[config.mk]
export PLATFORM = sky130hd
export DESIGN_NAME = idr_regs
export DESIGN_NICKNAME = d
export VERILOG_FILES = /design/src/logic/idr_pkg.sv /design/src/logic/idr_current_calc.sv /design/src/logic/idr_timing_check.sv /design/src/logic/idr_regs.sv
export SDC_FILE = /design/constraint.sdc
export NUM_CORES = 1
export LEC_CHECK = 0
export BUFFER_PORTS_ARGS = -buffer_cell sky130_fd_sc_hd__buf_2
export CELL_PAD_IN_SITES_DETAIL_PLACEMENT = 0
export CELL_PAD_IN_SITES_GLOBAL_PLACEMENT = 1
export CORE_MARGIN = 2
export CORE_UTILIZATION = 48
export CTS_BUF_LIST = sky130_fd_sc_hd__clkbuf_4 sky130_fd_sc_hd__clkbuf_8
export DETAILED_ROUTE_END_ITERATION = 6
export PLACE_DENSITY = 0.95
export SYNTH_ARGS = -nofsm -noshare
export SYNTH_HDL_FRONTEND = slang
export SYNTH_SLANG_ARGS = --single-unit
[constraint.sdc]
create_clock -name sys_clk -period 7.1 [get_ports sys_clk]
set_clock_uncertainty 0.05 [all_clocks]
set_input_delay 1.065 -clock sys_clk [delete_from_list [all_inputs] [get_ports sys_clk]]
set_output_delay 1.065 -clock sys_clk [all_outputs]
set_load 0.05 [all_outputs]
[src/logic/idr_pkg.sv]
// Constants, field layouts and carrier types for the illumination register bank
//
// How it works
// - Step code 0..3 selects LED unit 5, 3.75, 2.5 or 1.25 mA.
// - On current is (bias plus modulation) times step; off current is bias times step.
// - Modulation current is a 5-bit field at 19-15, resets to zero.
// - Bit 14 enables the driver output; zero keeps it powered down.
// - Supplementary duty is base duty times (scale plus one) over 64.
// - Status bit 23 flags a duty cycle the quad period cannot hold.
// - Status bit 22 flags a quad period count that is too small.
// - Status register resets to c32 with both flags clear.
// - Bias current is a 4-bit field at bits 7-4, in step units.
// - Base duty percent is the duty field times 100 over 64.
package idr_pkg;

  // Bus widths
  localparam int ADDR_W = 8;
  localparam int DATA_W = 24;

  // Register offsets
  localparam logic [7:0] OFF_BIAS = 8'h39;
  localparam logic [7:0] OFF_DRV = 8'h3b;
  localparam logic [7:0] OFF_SCALE = 8'h4f;
  localparam logic [7:0] OFF_TSTAT = 8'h50;
  localparam logic [7:0] OFF_DUTY = 8'h5c;
  localparam logic [7:0] OFF_QUAD = 8'h70;

  // Field positions
  localparam int BIAS_LSB = 4;
  localparam int DRV_STEP_LSB = 20;
  localparam int DRV_MOD_LSB = 15;
  localparam int DRV_EN_BIT = 14;
  localparam int SCALE_LSB = 0;
  localparam int DUTY_LSB = 18;
  localparam int QUAD_LSB = 0;
  localparam int TSTAT_DUTY_ERR_BIT = 23;
  localparam int TSTAT_QUAD_ERR_BIT = 22;
  localparam int TSTAT_RW_W = 22;

  // Reset values
  localparam logic [3:0] RST_BIAS = 4'h0;
  localparam logic [1:0] RST_STEP = 2'h0;
  localparam logic [4:0] RST_MOD = 5'h00;
  localparam logic RST_EN = 1'b0;
  localparam logic [5:0] RST_SCALE = 6'h3f;
  localparam logic [21:0] RST_TSTAT = 22'h000c32;
  localparam logic [5:0] RST_DUTY = 6'h0d;
  localparam logic [15:0] RST_QUAD = 16'h0100;

  // Step sizes in microamps: 5000, 3750, 2500, 1250
  localparam logic [12:0] STEP0_UA = 13'h1388;
  localparam logic [12:0] STEP1_UA = 13'h0ea6;
  localparam logic [12:0] STEP2_UA = 13'h09c4;
  localparam logic [12:0] STEP3_UA = 13'h04e2;

  // Duty cycle denominator is 64, applied as a shift
  localparam int DUTY_SHIFT = 6;
  // Hundredths of a percent per duty unit times 4 (10000 / 64 = 625 / 4)
  localparam logic [9:0] PCT_X100_MUL = 10'h271;
  localparam int PCT_X100_SHIFT = 2;

  // Current output width in microamps
  localparam int UA_W = 18;

  // Driver configuration as one carrier
  typedef struct packed {
    logic [1:0] step;
    logic [4:0] mod;
    logic en;
  } idr_drv_cfg_s;

  // Timing failure flags
  typedef struct packed {
    logic duty_cycle_fit_error;
    logic quad_period_too_low_error;
  } idr_status_s;

endpackage

[src/logic/idr_current_calc.sv]
// Scales a current count by the selected LED step size
`timescale 1ns/10ps
module idr_current_calc #(
  parameter int CNT_W = 6
) (
  // Count in step units and step code
  input wire logic [CNT_W-1:0] count,
  input wire logic [1:0] step_code,
  // Resulting current in microamps
  output logic [idr_pkg::UA_W-1:0] current_ua
);
  import idr_pkg::*;

  // Product must be at least as wide as the output slice, and the largest count must fit it
  initial begin
    if (CNT_W < 5 || CNT_W > 6) begin
      $error("idr_current_calc: CNT_W out of range");
    end
  end

  wire logic [12:0] step_ua;
  wire logic [CNT_W+12:0] product;

  // Step decode
  assign step_ua = (step_code == 2'h0) ? STEP0_UA :
                   (step_code == 2'h1) ? STEP1_UA :
                   (step_code == 2'h2) ? STEP2_UA : STEP3_UA;
  // Product fits 18 bits for counts up to 46 at 5 mA
  assign product = count * step_ua;
  assign current_ua = product[UA_W-1:0];

endmodule

[src/logic/idr_timing_check.sv]
// Duty cycle scaling and quad period failure checks
`timescale 1ns/10ps
module idr_timing_check #(
  parameter int QUAD_W = 16,
  parameter logic [15:0] QUAD_MIN = 16'h0040,
  parameter logic [15:0] DEAD_MIN = 16'h0010
) (
  // Programmed settings
  input wire logic [5:0] duty,
  input wire logic [5:0] scale,
  input wire logic [QUAD_W-1:0] quad,
  // Derived values and flags
  output logic [11:0] sup_duty,
  output logic [13:0] base_pct_x100,
  output idr_pkg::idr_status_s status
);
  import idr_pkg::*;

  initial begin
    if (QUAD_W != 16) begin
      $error("idr_timing_check: QUAD_W must be 16");
    end
  end

  wire logic [6:0] scale_p1;
  wire logic [12:0] sup_prod;
  wire logic [15:0] pct_prod;
  wire logic [21:0] win_prod;
  wire logic [15:0] win_cnt;
  wire logic [15:0] dead_cnt;

  // Supplementary duty in 1/4096 units of a period
  assign scale_p1 = {1'b0, scale} + 7'h01;
  assign sup_prod = duty * scale_p1;
  assign sup_duty = sup_prod[11:0];
  // Base duty in hundredths of a percent
  assign pct_prod = duty * PCT_X100_MUL;
  assign base_pct_x100 = 14'(pct_prod >> PCT_X100_SHIFT);
  // Integration window length within one quad period
  assign win_prod = quad * duty;
  assign win_cnt = 16'(win_prod >> DUTY_SHIFT);
  assign dead_cnt = quad - win_cnt;
  // Flags are pure functions of the settings, never latched
  assign status.duty_cycle_fit_error = (dead_cnt < DEAD_MIN);
  assign status.quad_period_too_low_error = (quad < QUAD_MIN);

endmodule

[src/logic/idr_regs.sv]
// Illumination driver and integration timing register bank
//
// Local design decision: the address-and-strobe port.
`timescale 1ns/10ps
module idr_regs #(
  parameter logic [15:0] QUAD_MIN = 16'h0040,
  parameter logic [15:0] DEAD_MIN = 16'h0010
) (
  // Clock and reset
  input wire logic sys_clk,
  input wire logic rst_n,
  // Register port
  input wire logic [idr_pkg::ADDR_W-1:0] reg_addr,
  input wire logic [idr_pkg::DATA_W-1:0] reg_wdata,
  input wire logic reg_wr,
  input wire logic reg_rd,
  output logic [idr_pkg::DATA_W-1:0] reg_rdata,
  // Modulation gate from the timing generator, same clock
  input wire logic mod_gate,
  // Driver configuration and currents
  output idr_pkg::idr_drv_cfg_s drv_cfg,
  output logic [idr_pkg::UA_W-1:0] led_on_current_ua,
  output logic [idr_pkg::UA_W-1:0] led_off_current_ua,
  output logic [idr_pkg::UA_W-1:0] illum_driver_output,
  output logic led_driver_enable,
  // Integration timing
  output logic [5:0] integration_duty_cycle,
  output logic [11:0] supplementary_duty,
  output logic [13:0] base_duty_pct_x100,
  output logic [15:0] quad_period_count,
  output idr_pkg::idr_status_s timing_status
);
  import idr_pkg::*;

  // Limits must leave room for a non-empty window
  initial begin
    if (QUAD_MIN == 16'h0000 || DEAD_MIN > QUAD_MIN) begin
      $error("idr_regs: QUAD_MIN and DEAD_MIN inconsistent");
    end
  end

  // Stored fields
  logic [3:0] bias_reg;
  logic [3:0] bias_next;
  logic [1:0] step_reg;
  logic [1:0] step_next;
  logic [4:0] mod_reg;
  logic [4:0] mod_next;
  logic en_reg;
  logic en_next;
  logic [5:0] scale_reg;
  logic [5:0] scale_next;
  logic [21:0] tstat_reg;
  logic [21:0] tstat_next;
  logic [5:0] duty_reg;
  logic [5:0] duty_next;
  logic [15:0] quad_reg;
  logic [15:0] quad_next;

  // Read path
  logic [DATA_W-1:0] rdata_reg;
  logic [DATA_W-1:0] rdata_next;

  // Output registers
  logic [UA_W-1:0] on_ua_reg;
  logic [UA_W-1:0] off_ua_reg;
  logic [UA_W-1:0] drive_ua_reg;
  logic [UA_W-1:0] drive_ua_next;
  logic [11:0] sup_reg;
  logic [13:0] pct_reg;
  idr_status_s status_reg;

  // Address decode
  wire logic hit_bias;
  wire logic hit_drv;
  wire logic hit_scale;
  wire logic hit_tstat;
  wire logic hit_duty;
  wire logic hit_quad;

  assign hit_bias = (reg_addr == OFF_BIAS);
  assign hit_drv = (reg_addr == OFF_DRV);
  assign hit_scale = (reg_addr == OFF_SCALE);
  assign hit_tstat = (reg_addr == OFF_TSTAT);
  assign hit_duty = (reg_addr == OFF_DUTY);
  assign hit_quad = (reg_addr == OFF_QUAD);

  // Write strobes per register
  wire logic wr_bias;
  wire logic wr_drv;
  wire logic wr_scale;
  wire logic wr_tstat;
  wire logic wr_duty;
  wire logic wr_quad;

  assign wr_bias = reg_wr & hit_bias;
  assign wr_drv = reg_wr & hit_drv;
  assign wr_scale = reg_wr & hit_scale;
  assign wr_tstat = reg_wr & hit_tstat;
  assign wr_duty = reg_wr & hit_duty;
  assign wr_quad = reg_wr & hit_quad;

  // Next values: only defined fields are stored, reserved bits are dropped
  assign bias_next = wr_bias ? reg_wdata[BIAS_LSB +: 4] : bias_reg;
  assign step_next = wr_drv ? reg_wdata[DRV_STEP_LSB +: 2] : step_reg;
  assign mod_next = wr_drv ? reg_wdata[DRV_MOD_LSB +: 5] : mod_reg;
  assign en_next = wr_drv ? reg_wdata[DRV_EN_BIT] : en_reg;
  assign scale_next = wr_scale ? reg_wdata[SCALE_LSB +: 6] : scale_reg;
  // Fixed-pattern bits are stored as written so software sees its value
  assign tstat_next = wr_tstat ? reg_wdata[TSTAT_RW_W-1:0] : tstat_reg;
  assign duty_next = wr_duty ? reg_wdata[DUTY_LSB +: 6] : duty_reg;
  assign quad_next = wr_quad ? reg_wdata[QUAD_LSB +: 16] : quad_reg;

  // Configuration fields
  always_ff @(posedge sys_clk or negedge rst_n) begin
    if (!rst_n) begin
      bias_reg <= RST_BIAS;
      step_reg <= RST_STEP;
      mod_reg <= RST_MOD;
      en_reg <= RST_EN;
      scale_reg <= RST_SCALE;
    end else begin
      bias_reg <= bias_next;
      step_reg <= step_next;
      mod_reg <= mod_next;
      en_reg <= en_next;
      scale_reg <= scale_next;
    end
  end

  // Timing setup fields
  always_ff @(posedge sys_clk or negedge rst_n) begin
    if (!rst_n) begin
      tstat_reg <= RST_TSTAT;
      duty_reg <= RST_DUTY;
      quad_reg <= RST_QUAD;
    end else begin
      tstat_reg <= tstat_next;
      duty_reg <= duty_next;
      quad_reg <= quad_next;
    end
  end

  // Current computation for both driver states
  wire logic [5:0] on_count;
  wire logic [5:0] off_count;
  wire logic [UA_W-1:0] on_ua;
  wire logic [UA_W-1:0] off_ua;

  assign on_count = {2'h0, bias_reg} + {1'b0, mod_reg};
  assign off_count = {2'h0, bias_reg};

  idr_current_calc #(
    .CNT_W(6)
  ) u_on_calc (
    .count(on_count),
    .step_code(step_reg),
    .current_ua(on_ua)
  );

  idr_current_calc #(
    .CNT_W(6)
  ) u_off_calc (
    .count(off_count),
    .step_code(step_reg),
    .current_ua(off_ua)
  );

  // Duty scaling and failure checks
  wire logic [11:0] sup_duty;
  wire logic [13:0] base_pct;
  idr_status_s status_now;

  idr_timing_check #(
    .QUAD_W(16),
    .QUAD_MIN(QUAD_MIN),
    .DEAD_MIN(DEAD_MIN)
  ) u_timing (
    .duty(duty_reg),
    .scale(scale_reg),
    .quad(quad_reg),
    .sup_duty(sup_duty),
    .base_pct_x100(base_pct),
    .status(status_now)
  );

  // Driver pin current: powered down draws nothing, otherwise on or off level
  assign drive_ua_next = !en_reg ? '0 :
                         (mod_gate ? on_ua : off_ua);

  // Registered outputs; one cycle behind the settings
  always_ff @(posedge sys_clk or negedge rst_n) begin
    if (!rst_n) begin
      on_ua_reg <= '0;
      off_ua_reg <= '0;
      drive_ua_reg <= '0;
      sup_reg <= '0;
      pct_reg <= '0;
      status_reg <= '0;
    end else begin
      on_ua_reg <= on_ua;
      off_ua_reg <= off_ua;
      drive_ua_reg <= drive_ua_next;
      sup_reg <= sup_duty;
      pct_reg <= base_pct;
      status_reg <= status_now;
    end
  end

  // Read words; reserved and write-only bits read zero
  wire logic [DATA_W-1:0] rd_bias;
  wire logic [DATA_W-1:0] rd_drv;
  wire logic [DATA_W-1:0] rd_scale;
  wire logic [DATA_W-1:0] rd_tstat;
  wire logic [DATA_W-1:0] rd_duty;
  wire logic [DATA_W-1:0] rd_quad;

  assign rd_bias = DATA_W'({bias_reg, 4'h0});
  assign rd_drv = {2'h0, step_reg, mod_reg, en_reg, 14'h0000};
  assign rd_scale = DATA_W'(scale_reg);
  // Flags come straight from the checker so a read follows the last write
  assign rd_tstat = {status_now.duty_cycle_fit_error,
                     status_now.quad_period_too_low_error,
                     tstat_reg};
  assign rd_duty = {duty_reg, 18'h00000};
  assign rd_quad = DATA_W'(quad_reg);

  // Unmapped addresses answer zero, never stall the master
  assign rdata_next = !reg_rd ? '0 :
                      hit_bias ? rd_bias :
                      hit_drv ? rd_drv :
                      hit_scale ? rd_scale :
                      hit_tstat ? rd_tstat :
                      hit_duty ? rd_duty :
                      hit_quad ? rd_quad : '0;

  // Read data stands only in the cycle after the strobe
  always_ff @(posedge sys_clk or negedge rst_n) begin
    if (!rst_n) begin
      rdata_reg <= '0;
    end else begin
      rdata_reg <= rdata_next;
    end
  end

  // Output wiring
  assign reg_rdata = rdata_reg;
  assign drv_cfg.step = step_reg;
  assign drv_cfg.mod = mod_reg;
  assign drv_cfg.en = en_reg;
  assign led_on_current_ua = on_ua_reg;
  assign led_off_current_ua = off_ua_reg;
  assign illum_driver_output = drive_ua_reg;
  assign led_driver_enable = en_reg;
  assign integration_duty_cycle = duty_reg;
  assign supplementary_duty = sup_reg;
  assign base_duty_pct_x100 = pct_reg;
  assign quad_period_count = quad_reg;
  assign timing_status = status_reg;

endmodule

# After elaboration in Yosys (flattened, before gate mapping)
# Index checks and enable logic that the tools add are counted.
[op_classes] addsub=3 mul=5 n_lt_le_gt_ge=2 n_eq_ne=8 muxes=12 bitwise_logic=6 reduce_logical=1
[ops] op="$mux 24" n=6
[ops] op="$mux 18" n=2
[ops] op="$eq 8x7->1 const B" n=4
[ops] op="$mux 13" n=2
[ops] op="$mul 16x6->22" n=1
[ops] op="$mul 6x13->18" n=1
[ops] op="$mul 4x13->17" n=1
[ops] op="$eq 8x6->1 const B" n=2
[ops] op="$lt 16x5->1 const B" n=1
[ops] op="$lt 16x7->1 const B" n=1
[ops] op="$mul 6x10->16 const B" n=1
[ops] op="$mux 16" n=1
[ops] op="$sub 16x16->16" n=1
[ops] op="$mul 6x7->12" n=1
[ops] op="$mux 12" n=1
[ops] op="$add 6x1->7 const B" n=1
[ops] op="$add 4x5->6" n=1
[ops] op="$and 1x1->1" n=6
[ops] op="$eq 2x1->1 const B" n=1
[ops] op="$eq 2x2->1 const B" n=1
[ops] op="$logic_not 2->1" n=1
[totals] register_bits=168 in_bits=37 out_inout_bits=137

# Longest topological paths before layout
[depth] depth_word=8 depth_mapped=26 mapped_depth_nobuf=24

# Modules after synthesis
# Synthesis repeated with hierarchy kept, for this count alone.
[unflattened] cells_unflattened=1484 hier_area_um2=15334.7
[by_module_without_submodules] mod="idr_regs" instances=1 cells_each=383 area_per_inst_um2=6147.1 seq_area_each_um2=4222.8
[by_module_without_submodules] mod="idr_timing_check" instances=1 cells_each=642 area_per_inst_um2=5378.9 seq_area_each_um2=0.0
[by_module_without_submodules] mod="idr_current_calc (u_off_calc)" instances=1 cells_each=227 area_per_inst_um2=1904.3 seq_area_each_um2=0.0
[by_module_without_submodules] mod="idr_current_calc (u_on_calc)" instances=1 cells_each=232 area_per_inst_um2=1904.3 seq_area_each_um2=0.0

# Worst setup path after synthesis
# Ideal clock, no wire load.
[synth_path] path_kind="register -> register" from="reg duty_reg[5] (netlist: integration_duty_cycle[5])" to="reg rdata_reg[23] (netlist: reg_rdata[23])" setup_ps=83 t_arrival_ps=6180 required_ps=6967 slack_ps=787 path_stages_with_launch=24 path_buffers=2 synth_period_minus_slack_ps=6313 cell_sequence="dfrtp_1 clkbuf_1 clkbuf_1 nand2_1 fa_1 fa_1 inv_1 fa_1 ha_1 nand4_1 o211a_1 nor3_1 o21bai_1 a31o_2 o21ai_0 xnor2_1 ha_1 nor2b_1 nor3_1 a21oi_1 a2111oi_2 a31oi_1 or4b_1 o22ai_1"
[synth_via] elab_chain_cells=8 elab_cells_between_ends=9 cone_classes="add/sub: 1; mul: 1; order compare: 1; mux: 6"
[synth_lines] element="start, declared" line="idr_regs.sv:55" source="logic [5:0] duty_reg;"
[synth_lines] element="start signal, assigned" line="idr_regs.sv:139" source="duty_reg <= duty_next;"
[synth_lines] element="$mul 16x6->22" line="idr_timing_check.sv:40" source="assign win_prod = quad * duty;"
[synth_lines] element="$sub 16x16->16" line="idr_timing_check.sv:42" source="assign dead_cnt = quad - win_cnt;"
[synth_lines] element="$lt 16x5->1" line="idr_timing_check.sv:44" source="assign status.duty_cycle_fit_error = (dead_cnt < DEAD_MIN);"
[synth_lines] element="$mux 24 *" line="idr_regs.sv:233" source="hit_tstat ? rd_tstat :"
[synth_lines] element="$mux 24 *" line="idr_regs.sv:232" source="hit_scale ? rd_scale :"
[synth_lines] element="$mux 24 *" line="idr_regs.sv:231" source="hit_drv ? rd_drv :"
[synth_lines] element="$mux 24 *" line="idr_regs.sv:230" source="hit_bias ? rd_bias :"
[synth_lines] element="$mux 24 *" line="idr_regs.sv:229" source="assign rdata_next = !reg_rd ? '0 :"
[synth_lines] element="named net rdata_next[23]" line="idr_regs.sv:62" source="logic [DATA_W-1:0] rdata_next;"
[synth_lines] element="end signal, assigned" line="idr_regs.sv:242" source="rdata_reg <= rdata_next;"
[synth_lines] element="end, declared" line="idr_regs.sv:61" source="logic [DATA_W-1:0] rdata_reg;"
# The timed path passes the listed nets; every way through them passes the cells marked *.
# A chain may end at the register's enable or synchronous reset.

# Worst setup path in the final report
[layout_path] from="reg duty_reg[0] (netlist: integration_duty_cycle[0])" to="reg rdata_reg[23] (netlist: reg_rdata[23])"
[layout_via] elab_chain_cells=8
[layout_lines] element="$mul 16x6->22" line="idr_timing_check.sv:40"
[layout_lines] element="$sub 16x16->16" line="idr_timing_check.sv:42"
[layout_lines] element="$lt 16x5->1" line="idr_timing_check.sv:44"
[layout_lines] element="$mux 24" line="idr_regs.sv:233"
[layout_lines] element="$mux 24" line="idr_regs.sv:232"
[layout_lines] element="$mux 24" line="idr_regs.sv:231"
[layout_lines] element="$mux 24" line="idr_regs.sv:230"
[layout_lines] element="$mux 24" line="idr_regs.sv:229"
[layout_lines] element="named net rdata_next[23]" line="idr_regs.sv:62"
# The timed path passes the listed nets, and every way through them passes these cells.

==> impl_metrics.tcl <==
set metrics [dict create \
    status "finished, final reports clean" \
    drive_gt1_frac 0.1955 \
    dieWidth_um 175.2 \
    grt_pass1_wl_um 54420 \
    cts_tree "done" \
    p_leak_nw 8.535 \
    clock-sinks 164 \
    gp_congestion 0.9334 \
    period_needed_ns 6.324 \
    clockBufferDepth 2 \
    grt_pass1_vias 10610 \
    overflow 0 \
    layout_worst_path_cycle_share 0.8908 \
    largest_reg_flops 24 \
    core_area_um2 28780 \
    antenna_left 0 \
    synthAdderAreaFrac 0.3155 \
    grt_use_total 0.2266 \
    use_met1 0.3000 \
    hp-class "register to register" \
    drv_cap 0 \
    grt_start_max_net_pins 100 \
    ys_warn_count 0 \
    hpwl_um 26380 \
    required_ns 7.46 \
    use_met3 0.04003 \
    rr_startpoint "integration_duty_cycle[0]$_DFFE_PN1P_" \
    cp_slowest_cell "dfstp_2" \
    rows 62 \
    worst_pin_slew_ns 1.181 \
    end_kind "register" \
    p_sw_frac 0.4261 \
    power_density_nw_per_um2 202.3 \
    cp_slowest_stage_delay_ns 0.87 \
    p_clk_frac 0.239 \
    n_fill_cell 2475 \
    syn_inst 1384 \
    area_growth_pct 11.91 \
    netlist_area_um2 14060 \
    vias_per_cell 5.368 \
    cts-resized-gates 0 \
    die_h_um 175.2 \
    internal_power_mw 1.826 \
    wire_per_inst_um 17.26 \
    first_pass_iters 6 \
    hold_path_depth 1 \
    clkSlewWorstSetupHoldPaths_ns 0.11 \
    clock_latency_ns 0.49 \
    hold_buffers 0 \
    holdPathEnd "tstat_reg[6]$_DFFE_PN0P_" \
    totalWireLength_um 33580 \
    synth_enable_flop_cells 0 \
    cp_num_buf_inv 2 \
    synth-compound-area-share 0.08035 \
    crit_type "register to register" \
    cpMostUsedCell "fa_1" \
    regToRegEndpoint "reg_rdata[23]$_DFF_PN0_" \
    fmax_mhz 158.1 \
    ir_drop_mv 0.1398 \
    finalMaxSlewViolations 0 \
    multiInputGateArea_um2 8991 \
    whs_ns 0.4648 \
    pre_cts_ws_ns 0.8068 \
    synth-simple-area-share 0.1433 \
    dominantRegCellSynth "dfrtp_1" \
    layout.nets 1860 \
    setup-tns-final_ns 0 \
    vias 10450 \
    ys_seq_elements 164 \
    comb_power_share 0.416 \
    reg2regPathDepth 22 \
    post_cts_buffers 0 \
    drt_iter0_drc 635 \
    ys_seq_area_frac 0.2932 \
    async_flop_share 1.000 \
    grt.busiest_layer "met2" \
    synth_cell_types 63 \
    crit_family "adder cells" \
    max_slew_margin 0.2065 \
    cts_buffers 17 \
    timing_hold_violations_final 0 \
    p_switching_mw 1.356 \
    seq_area_um2 4123 \
    setup_viol 0 \
    die_area_um2 30680 \
    startpoint_type "register" \
    grtUsageMet2 0.3679 \
    numPortBuffers 169 \
    antenna_found_initial 3 \
    critical_path_arrival_ns 6.69 \
    cts-htree-levels 4 \
    path_cells "and2_1 -> fa_1 -> inv_1 -> fa_1 -> inv_1 -> fa_1 -> ha_1 -> nand4_1 -> o211a_1 -> nor3_1 -> o21bai_1 -> a31o_2 -> o21ai_0 -> xnor2_1 -> ha_1 -> nor2b_1 -> nor3_1 -> a21oi_1 -> a2111oi_2 -> a31oi_1 -> or4b_1 -> o22ai_1" \
    hp-start "tstat_reg[6]$_DFFE_PN0P_" \
    avgSynthCellArea_um2 10.16 \
    ff2ff_setup_slack_ns 0.78 \
    setup_ws_ns 0.7756 \
    synth-xor-area-share 0.03986 \
    synth_top_family_by_area "adder cells" \
    synthMuxAreaShare 0.05935 \
    p_seq_frac 0.345 \
    drc_errors 0 \
    rsz0062_at_grt "no" \
    worst-path-max-fanout 28 \
    top_level_ports 174 \
    cts_root_buf "clkbuf_8" \
    initial_utilization 0.4886 \
]
-- worst reg2reg max path, cell delays in order (launching register included) --
cell	delay, ns
dfstp_2	0.87
and2_1	0.25
fa_1	0.42
inv_1	0.08
fa_1	0.40
inv_1	0.09
fa_1	0.39
ha_1	0.33
nand4_1	0.12
o211a_1	0.27
nor3_1	0.39
o21bai_1	0.17
a31o_2	0.30
o21ai_0	0.21
xnor2_1	0.15
ha_1	0.29
nor2b_1	0.16
nor3_1	0.13
a21oi_1	0.07
a2111oi_2	0.33
a31oi_1	0.10
or4b_1	0.51
o22ai_1	0.16
-- final cells by class --
type	count	area share
clock inverters	14	0.01209
inverters	209	0.04986
flip-flops and latches	164	0.2620
well taps	384	0.03053
clock buffers	18	0.01535
multi-input cells	977	0.5714
repair buffers	178	0.05844
diodes	2	0.0003181
-- per-stage QoR --
step / cell area [um2] / power, mW / std cells / util
after floorplan: 14070 / 2.074 / 1387 / -
after CTS: 15730 / 3.200 / 1944 / 0.5466
after detailed placement: 15300 / 2.436 / 1912 / 0.5316
after global routing: 15740 / 3.353 / 1946 / 0.5467
after global placement: 15300 / 2.415 / 1912 / 0.5316
final: 15740 / 3.183 / 1946 / 0.5467
-- power groups by stage --
stage / Sequential (mW) / Clock [mW] / Combinational (mW)
6_report: 1.10 / 0.761 / 1.33
5_1_grt: 1.11 / 0.806 / 1.44
4_1_cts: 1.10 / 0.773 / 1.33
3_5_place_dp: 1.12 / 0 / 1.32
3_3_place_gp: 1.12 / 0 / 1.30
2_1_floorplan: 1.41 / 0 / 0.659
-- metal layers --
metal	up-vias	wire (um)	share of wire
met5	-	13	0.00039
met2	353	15880	0.47
met1	5180	14310	0.43
met3	66	2250	0.067
li1	4846	-	-
met4	2	1128	0.034
-- Yosys cell counts, drive strengths merged (7+ instances only) --
master / instances / area (um2)
inv: 209 / 784.5
dfrtp: 149 / 3729
ha: 145 / 1814
fa: 131 / 2623
and2: 125 / 784.5
nand2: 87 / 326.6
nor2: 70 / 262.8
mux2: 61 / 690.7
a21oi: 58 / 294.0
xnor2: 50 / 437.9
nor3: 27 / 135.1
clkbuf: 26 / 97.59
o21ai: 23 / 115.1
nor2b: 17 / 106.4
nand3: 16 / 80.08
dfstp: 15 / 394.1
a21o: 14 / 105.1
mux2i: 14 / 143.9
xor2: 14 / 122.6
buf: 11 / 76.32
o21a: 11 / 82.58
nand2b: 9 / 56.30
a22oi: 8 / 60.06
o21bai: 8 / 60.06
or2: 8 / 50.05
a222oi: 7 / 70.07
a22o: 7 / 61.31
-- placed cells by master, fill, tap and decap left out, drive strengths merged, types with 6 or more instances in the layout --
master  synthesis  final
a21o           14     14
xor2           14     14
a21oi          58     58
a22o            7      7
nor3           27     27
o21bai          8      8
nand2b          9      9
mux2i          14     14
buf            11    178
mux2           61     61
xnor2          50     50
fa            131    131
nor2b          17     17
or2             8      8
clkbuf         26     18
o21a           11     11
nor2           70     70
dfstp          15     15
a22oi           8      8
a211oi          6      6
dfrtp         149    149
ha            145    145
nand3          16     16
inv           209    216
nor4            6      6
o21ai          23     23
nand2          87     87
a222oi          7      7
and2          125    125
-- cell families (layout without fill, tap and decap cells) --
family	count (synthesis)	count (layout)
simple gates	389	389
fa+ha+maj	276	276
buf+inv	246	419
compound gates	169	169
flops	164	164
mux	75	75
xor+xnor	64	64
other cells	1	6
-- worst max path at each step --
stage,from,end,depth (start not counted)
3_5_place_dp,integration_duty_cycle[4]$_DFFE_PN0P_,reg_rdata[23]$_DFF_PN0_,21
2_1_floorplan,integration_duty_cycle[5]$_DFFE_PN0P_,reg_rdata[23]$_DFF_PN0_,23
6_report,integration_duty_cycle[0]$_DFFE_PN1P_,reg_rdata[23]$_DFF_PN0_,22
5_1_grt,integration_duty_cycle[0]$_DFFE_PN1P_,timing_status[1]$_DFF_PN0_,23
3_3_place_gp,integration_duty_cycle[0]$_DFFE_PN1P_,reg_rdata[23]$_DFF_PN0_,22
4_1_cts,integration_duty_cycle[4]$_DFFE_PN0P_,reg_rdata[23]$_DFF_PN0_,21
Power figures use the tool's default switching activity.
